### config.mk
export PLATFORM = sky130hd
export DESIGN_NAME = ebr_handshake
export DESIGN_NICKNAME = d
export VERILOG_FILES = /design/src/hdl/ebr_pkg.sv /design/src/hdl/ebr_sync.sv /design/src/hdl/ebr_handshake.sv
export VERILOG_INCLUDE_DIRS = /design/src /design/src/hdl
export SDC_FILE = /design/constraint.sdc
export NUM_CORES = 1
export LEC_CHECK = 0
export ABC_AREA = 1
export BUFFER_PORTS_ARGS = -buffer_cell sky130_fd_sc_hd__buf_2
export CAP_MARGIN = 40
export CORE_ASPECT_RATIO = 1.4
export CORE_MARGIN = 1.5
export CORE_UTILIZATION = 30
export CTS_CLUSTER_DIAMETER = 200
export DETAILED_ROUTE_END_ITERATION = 7
export GPL_TIMING_DRIVEN = 1
export PLACE_DENSITY_LB_ADDON = 0.08
export SLEW_MARGIN = 20
export SYNTH_ARGS = -nofsm -noshare
export SYNTH_HDL_FRONTEND = slang
export SYNTH_HIERARCHICAL = 1
export SYNTH_SLANG_ARGS = --single-unit
### constraint.sdc
create_clock -name i_mclk -period 1.85 [get_ports i_mclk]
set_clock_uncertainty 0.15 [all_clocks]
set_input_delay 0.0925 -clock i_mclk [delete_from_list [all_inputs] [get_ports i_mclk]]
set_output_delay 0.0925 -clock i_mclk [all_outputs]
set_load 0.01 [all_outputs]
### src/hdl/ebr_defines.svh
/*
 * timing and field constants for the external bus release handshake.
 * assumes a single 200 MHz system clock and synchronous reset.
 */
`ifndef EBR_DEFINES_SVH
`define EBR_DEFINES_SVH

// ---------------------------------------------------------------
// clock and timing
// ---------------------------------------------------------------
`define EBR_CLK_PERIOD_NS 5
`define EBR_SYNC_STAGES 3
// time in ns the bus stays floated before the grant goes low
`define EBR_FLOAT_SETTLE_NS 5
`define EBR_FLOAT_SETTLE_CYC \
    ((`EBR_FLOAT_SETTLE_NS + `EBR_CLK_PERIOD_NS - 1) / `EBR_CLK_PERIOD_NS)

// ---------------------------------------------------------------
// config and trip reset values
// ---------------------------------------------------------------
`define EBR_CFG_REQ_IGNORE_RST 1'b0
`define EBR_TRIP_EN_RST 1'b0

`endif

### src/hdl/ebr_pkg.sv
/*
 * types shared by the bus release handshake files.
 * assumes nothing beyond a SystemVerilog compiler.
 */
package ebr_pkg;
    // ---------------------------------------------------------------
    // handshake states
    // ---------------------------------------------------------------
    typedef enum logic [2:0] {
        EBR_OWN,
        EBR_DRAIN,
        EBR_FLOAT,
        EBR_GRANTED,
        EBR_RETURN
    } ebr_state_e;

    // external interface pin drive controls
    typedef struct packed {
        logic bus_oe;
        logic grant_n;
        logic grant_oe;
    } ebr_pins_s;
endpackage

### src/hdl/ebr_sync.sv
/*
 * three-stage pin synchroniser; a change is passed on once stages
 * two and three agree. assumes input is asynchronous to i_mclk.
 */
module ebr_sync
    import ebr_pkg::*;
#(
    parameter logic RST_VAL = 1'b1
) (
    input wire logic i_mclk,  // system clock
    input wire logic i_rst_n, // sync reset, active low
    input wire logic i_pin,   // asynchronous pin level
    output logic o_level      // filtered level
);
    // ---------------------------------------------------------------
    // synchroniser chain
    // ---------------------------------------------------------------
    logic [2:0] stage;
    logic [2:0] next_stage;
    logic next_level;

    // shift in; stage 0 feeds only stage 1
    always_comb begin
        next_stage = {stage[1:0], i_pin};
        next_level = (stage[1] == stage[2]) ? stage[2] : o_level;
    end

    always_ff @(posedge i_mclk) begin
        if (!i_rst_n) begin
            stage <= {3{RST_VAL}};
            o_level <= RST_VAL;
        end else begin
            stage <= next_stage;
            o_level <= next_level;
        end
    end
endmodule

### src/hdl/ebr_handshake.sv
/*
 * release request / grant handshake of the external memory interface,
 * with the shared trip pins. assumes the access engine reports its
 * busy and queued state on i_access_busy and i_access_pending.
 */
module ebr_handshake
    import ebr_pkg::*;
(
    input wire logic i_mclk,            // system clock
    input wire logic i_rst_n,           // sync reset, active low
    input wire logic i_trip_three_n,    // shared request / trip 3 pin
    input wire logic i_shared_pin_in,   // trip 4 / grant pin input
    input wire logic i_req_ignore,      // request-ignore config bit
    input wire logic i_pin_dir_out,     // shared pin direction, 1 = out
    input wire logic i_trip_en,         // software trip enable
    input wire logic i_access_busy,     // access in progress
    input wire logic i_access_pending,  // access queued
    output logic o_bus_oe,              // drive address/data/strobes
    output logic o_hold_off,            // stop new accesses starting
    output logic o_grant_n,             // grant pin output value
    output logic o_grant_oe,            // grant pin output enable
    output logic o_trip_three,          // trip 3 event to pwm
    output logic o_trip_four,           // trip 4 event to pwm
    output logic o_released             // status: bus is released
);
`include "ebr_defines.svh"

    // ---------------------------------------------------------------
    // pin synchronisers
    // ---------------------------------------------------------------
    logic req_pin;
    logic shared_pin;

    ebr_sync #(.RST_VAL(1'b1)) u_sync_req (
        .i_mclk(i_mclk),
        .i_rst_n(i_rst_n),
        .i_pin(i_trip_three_n),
        .o_level(req_pin)
    );

    ebr_sync #(.RST_VAL(1'b1)) u_sync_shared (
        .i_mclk(i_mclk),
        .i_rst_n(i_rst_n),
        .i_pin(i_shared_pin_in),
        .o_level(shared_pin)
    );

    // ---------------------------------------------------------------
    // request qualification
    // ---------------------------------------------------------------
    logic req_active;
    logic idle;
    assign req_active = !req_pin && !i_req_ignore;
    assign idle = !i_access_busy && !i_access_pending;

    // ---------------------------------------------------------------
    // handshake state machine
    // ---------------------------------------------------------------
    localparam int SETTLE = `EBR_FLOAT_SETTLE_CYC;
    ebr_state_e state;
    ebr_state_e next_state;
    logic [3:0] settle_cnt;
    logic [3:0] next_settle_cnt;
    ebr_pins_s pins;
    ebr_pins_s next_pins;
    logic next_hold_off;
    logic next_released;

    always_comb begin
        next_state = state;
        next_settle_cnt = settle_cnt;
        case (state)
            EBR_OWN: begin
                if (req_active) begin
                    next_state = EBR_DRAIN;
                end
            end
            EBR_DRAIN: begin
                if (!req_active) begin
                    next_state = EBR_OWN;
                end else if (idle) begin
                    next_state = EBR_FLOAT;
                    next_settle_cnt = 4'(SETTLE);
                end
            end
            EBR_FLOAT: begin
                // buses already high-z; let them settle before grant
                if (settle_cnt > 4'h1) begin
                    next_settle_cnt = settle_cnt - 4'h1;
                end else begin
                    next_state = EBR_GRANTED;
                end
            end
            EBR_GRANTED: begin
                if (!req_active) begin
                    next_state = EBR_RETURN;
                end
            end
            EBR_RETURN: begin
                // grant is high now; bus drives again next cycle
                next_state = EBR_OWN;
            end
            default: begin
                next_state = EBR_OWN;
            end
        endcase
    end

    // bus and grant pin controls follow the next state, grant_oe the direction bit, so outputs stay registered
    always_comb begin
        next_pins.bus_oe = (next_state == EBR_OWN) ||
            (next_state == EBR_DRAIN);
        next_pins.grant_n = (next_state != EBR_GRANTED);
        next_pins.grant_oe = i_pin_dir_out;
        next_released = !next_pins.bus_oe;
        // hold-off rises with the drain state itself, so no access can
        // start in the very cycle in which idle is judged
        next_hold_off = (next_state != EBR_OWN);
    end

    always_ff @(posedge i_mclk) begin
        if (!i_rst_n) begin
            state <= EBR_OWN;
            settle_cnt <= 4'h0;
            pins <= '{bus_oe: 1'b1, grant_n: 1'b1, grant_oe: 1'b0};
            o_hold_off <= 1'b0;
            o_released <= 1'b0;
        end else begin
            state <= next_state;
            settle_cnt <= next_settle_cnt;
            pins <= next_pins;
            o_hold_off <= next_hold_off;
            o_released <= next_released;
        end
    end

    assign o_bus_oe = pins.bus_oe;
    assign o_grant_n = pins.grant_n;
    assign o_grant_oe = pins.grant_oe;

    // ---------------------------------------------------------------
    // trip routing to the pwm modules
    // ---------------------------------------------------------------
    logic next_trip_three;
    logic next_trip_four;

    // trips stay quiet until enabled; the grant direction hides trip 4
    always_comb begin
        next_trip_three = i_trip_en && !req_pin;
        next_trip_four = i_trip_en && !i_pin_dir_out &&
            !shared_pin;
    end

    always_ff @(posedge i_mclk) begin
        if (!i_rst_n) begin
            o_trip_three <= `EBR_TRIP_EN_RST;
            o_trip_four <= `EBR_TRIP_EN_RST;
        end else begin
            o_trip_three <= next_trip_three;
            o_trip_four <= next_trip_four;
        end
    end

    // ---------------------------------------------------------------
    // checks
    // ---------------------------------------------------------------
    // grant low only over a floated bus, and only after it floated
    a_float_when_granted: assert property (@(posedge i_mclk)
        disable iff (!i_rst_n) !o_grant_n |-> !o_bus_oe)
        else $error("grant low while bus driven");

    a_grant_after_float: assert property (@(posedge i_mclk)
        disable iff (!i_rst_n) $fell(o_grant_n) |-> !$past(o_bus_oe))
        else $error("grant fell before bus floated");

    // the drain keeps the bus until the access engine is quiet
    a_drain_first: assert property (@(posedge i_mclk)
        disable iff (!i_rst_n)
        (state == EBR_DRAIN && !idle) |=> o_bus_oe)
        else $error("bus released during access");

    a_float_idle: assert property (@(posedge i_mclk)
        disable iff (!i_rst_n) $fell(o_bus_oe) |->
        !$past(i_access_busy) && !$past(i_access_pending))
        else $error("bus floated with an access open");

    a_hold_drain: assert property (@(posedge i_mclk)
        disable iff (!i_rst_n) (state == EBR_DRAIN) |-> o_hold_off)
        else $error("new access allowed while draining");

    a_hold_float: assert property (@(posedge i_mclk)
        disable iff (!i_rst_n) !o_bus_oe |-> o_hold_off && o_released)
        else $error("access allowed while bus floated");

    // a request that is ignored or withdrawn never floats the bus
    a_ignore_blocks: assert property (@(posedge i_mclk)
        disable iff (!i_rst_n)
        (state == EBR_OWN && i_req_ignore) |=> state == EBR_OWN)
        else $error("request taken while ignored");

    a_abort_drain: assert property (@(posedge i_mclk)
        disable iff (!i_rst_n) (state == EBR_DRAIN && !req_active) |=>
        o_bus_oe && o_grant_n)
        else $error("withdrawn request floated the bus");

    // trips and the shared pin direction
    a_trip_gated: assert property (@(posedge i_mclk)
        disable iff (!i_rst_n) !$past(i_trip_en) |->
        !o_trip_three && !o_trip_four)
        else $error("trip passed while disabled");

    a_pin_dir: assert property (@(posedge i_mclk)
        disable iff (!i_rst_n)
        $past(i_rst_n) |-> o_grant_oe == $past(i_pin_dir_out))
        else $error("grant enable does not follow direction");

    // the grant stands while requested, then the bus comes back
    a_grant_holds: assert property (@(posedge i_mclk)
        disable iff (!i_rst_n) (!o_grant_n && req_active) |=> !o_grant_n)
        else $error("grant dropped while still requested");

    a_release_order: assert property (@(posedge i_mclk)
        disable iff (!i_rst_n) $rose(o_grant_n) |-> !o_bus_oe ##1 o_bus_oe)
        else $error("bus not resumed after grant rose");

    a_grant_bound: assert property (@(posedge i_mclk)
        disable iff (!i_rst_n) (state == EBR_FLOAT) |-> ##[1:15] !o_grant_n)
        else $error("grant late after float");
endmodule

==> summary.txt <==
Run status
  – Status: finished, final reports clean

Clock network
  – H-tree Lvls: 1
  – Worst-skew pair later-pin latency: about 250 ps
  – Sink Count: 22
  – Max clock buf depth: 2
  – CTS tree: done
  – TritonCTS buffer count: 3
  – Clk root buf: clkbuf_8
  – Reg clk slew, reported paths: 70 ps

Pwr
  – VDD IR max: approximately 0.00038 V
  – Leakage power: ~0.00065 uW
  – Clk pwr share: 0.348
  – Switch Pwr: ~160 uW
  – Pwr Total: around 800 uW
  – Cell Int Power: approximately 650 uW
  – Reg power frac: 0.600
  – Sw Share: 0.196
  – Combinational power share: 0.052
  – P per Cell Area: about 660 nW/um^2

Critical path
  – Data required, critical path: around 1900 ps
  – Highest-delay cell along the critical path: dlygate4sd3_1
  – CP dominant cell by count: dlygate4sd3_1
  – WP data arrival: roughly 1700 ps
  – Crit-path max FO: 13
  – R2r worst-path depth: 9
  – R2R setup slack: 330 ps
  – Crit start category: input port
  – R2r endpoint: settle_cnt[3]
  – Cell family with most CP delay: buffers and inverters
  – Critical path cell sequence: dlygate4sd3_1, clkbuf_4, inv_1, nor4_1, dlygate4sd3_1
  – Reg2Reg Launch Point: settle_cnt[0]
  – CP max stage delay: between 500 and 600 ps
  – Crit path capture type: flip-flop
  – WP buf/inv: 4
  – Crit Path Category: input port to flip-flop

Timing
  – Worst slew margin: 0.856
  – RSZ-0062 raised after global routing: false
  – Fin. Hold Viols: 0
  – WHS: between 150 and 200 ps
  – Fin crit period: ~1700 ps
  – Slew @ Worst Pin: approximately 220 ps
  – FMAX: roughly 600 MHz
  – # setup viols final: 0
  – Max-slew violations: 0
  – Setup TNS: 0 ps
  – Tcrit/Tclk final: 0.914

Finish
  – Multi-input gate area: about 420 um^2
  – Sequential cell area: ~440 um^2
  – Share of cells above drive strength 1: 0.218
  – Fillcell total: between 300 and 400
  – Layout area overhead: 25.4%
  – Nets@finish: approximately 180
  – ANT cells: 0

Worst hold path
  – Hold path startpoint: i_access_pending
  – Hold path cells: 6
  – Min-Delay Path Class: input port to flip-flop
  – Worst-case hold path end point: settle_cnt[0]

Drt
  – Routed len/inst: around 8.5 um
  – Via count: 827
  – DRT Pass-1 Iters: 4
  – # DRC: 0
  – Final wirelength: about 1700 um
  – Antenna viol nets, final: 0
  – DRT iter0 DRCs: 9
  – DR vias/cell: slightly above 4

Floorplanning
  – Die W: roughly 51 um
  – Core Region: 3090 um^2
  – # IOs: 16
  – Placement row count: 24
  – Full die area: 3600 um^2
  – Initial core utilization: 0.315
  – Die span in y: 70.4 um

GRT
  – First-pass GRT wire length: between 3000 and 4000 um
  – Initial antenna violation count: 0
  – Gr ovfl total: 0
  – Largest net degree at the start of global routing: 14
  – Vias in the first global route: ~780
  – Total Routing Usage GR: 0.113

Synthesis
  – Mapped Nets: 150
  – Seq cells post-synth: 22
  – Syn_area_per_cell: approximately 7 um^2
  – Async SR Flop Fraction: 0
  – Post-synth top area cell: dfxtp_1
  – Yosys cell types: 18
  – Synth area leaders: dfxtp_1 45%, nand2_1 13%, inv_1 10%
  – Seq/Total Area, Yosys: 0.452
  – Main synth FF type: dfxtp_1
  – EDFF count, synth: 0
  – Mapped Cells: between 100 and 150
  – Mapped cell area: roughly 970 um^2
  – List of most frequent post-synthesis cells: 35 x nand2_1, 27 x inv_1, 22 x dfxtp_1
  – Most common cell in the netlist: nand2_1
  – Synthesis warning total: 6
  – Share of the synthesized area in the top cell type: 0.452

Placement
  – Port Buffer Count: 15
  – HPWL Detailed: ~1400 um
  – Gp weighted congestion: around 0.8

Job
  – Max Cap Viol: 0
## what timing repair did
item                                   4_1_cts  5_1_grt
endpoints found under the hold margin        7        0
buffers inserted                             0        0
setup endpoints to repair                    0        1
hold buffers                                 8        0
gates resized for setup                      0        1
## kinds of logic (layout without fill, tap and decap cells)
logic type	count (synthesis)	count (layout)	share of synthesized area
flops	22	22	0.452
compound gates	8	8	0.0411
buf+inv	31	57	0.120
simple gates	75	75	0.352
fa+ha+maj	2	2	0.0257
xor+xnor	1	1	0.00900
## area by class of cell
type                    instances  share of cell area
clock buffers                   3              0.0338
inverters                      31              0.0953
well taps                      39              0.0400
flip-flops and latches         22               0.361
repair buffers                 23               0.129
multi-input cells              86               0.341
## through the flow
stage          worst slack [ps]   util  cell area (um^2)  std cells
2_1_floorplan               494      -               973        139
3_3_place_gp                314  0.355              1100        193
3_5_place_dp                334  0.355              1100        193
4_1_cts                    77.2  0.394              1220        204
5_1_grt                    40.4  0.395              1220        204
6_report                    160  0.395              1220        204
## layout by cell type (no fill, tap or decap)
| cell | n |
|---|---|
| nand3_2 | 2 |
| nor3_1 | 1 |
| dfxtp_1 | 22 |
| a21oi_1 | 5 |
| nor2_2 | 6 |
| clkbuf_4 | 1 |
| nor2_4 | 1 |
| o21ai_0 | 1 |
| dlygate4sd3_1 | 8 |
| inv_2 | 4 |
| nand2_2 | 5 |
| ha_1 | 2 |
| nand2_1 | 35 |
| inv_1 | 27 |
| nor4_1 | 1 |
| o21ai_1 | 2 |
| clkbuf_8 | 3 |
| nand3_1 | 5 |
| buf_2 | 14 |
| nand3b_1 | 1 |
| nor2_1 | 18 |
| xnor2_1 | 1 |
## worst max path at each step
| stage | from | end | slack, ps | depth (start not counted) |
|---|---|---|---|---|
| global placement | settle_cnt[0] | settle_cnt[3] | 310 | 9 |
| CTS | i_rst_n | o_trip_four | 80 | 5 |
| global route | i_rst_n | o_trip_four | 40 | 5 |
| detailed placement | settle_cnt[0] | settle_cnt[3] | 330 | 9 |
| floorplan | settle_cnt[0] | settle_cnt[1] | 490 | 9 |
| finish | i_rst_n | o_trip_four | 160 | 5 |
## power groups by stage
stage / Clock (uW) / Sequential, uW / Combinational [uW]
after global routing: 313 / 483 / 47.5
final: 280 / 483 / 42.1
after floorplan: 0 / 494 / 13.9
after global placement: 0 / 493 / 30.5
after CTS: 294 / 482 / 42.4
after detailed placement: 0 / 494 / 30.9
## tightest hold or removal path: cells and delay by family
family,cells,cell delay [ps]
and+or+nand+nor,2,180
AOI/OAI and AO/OA,2,150
buffers and inverters,2,110
## routing by layer
metal	track usage	share of wire	vias up
li1	-	-	461
met1	0.122	0.42	357
met2	0.211	0.55	7
met3	0.0192	0.019	2
met4	0.0450	0.0097	0
met5	0	0	-
## state kept, by name, summed over array words and instances (netlist names)
signal	cells
o_bus_oe	1
o_grant_n	1
o_grant_oe	1
o_hold_off	1
o_released	1
o_trip_four	1
o_trip_three	1
settle_cnt	4
state	3
u_sync_req/o_level	1
u_sync_req/stage	3
u_sync_shared/o_level	1
u_sync_shared/stage	3
Power figures use the tool's default switching activity.
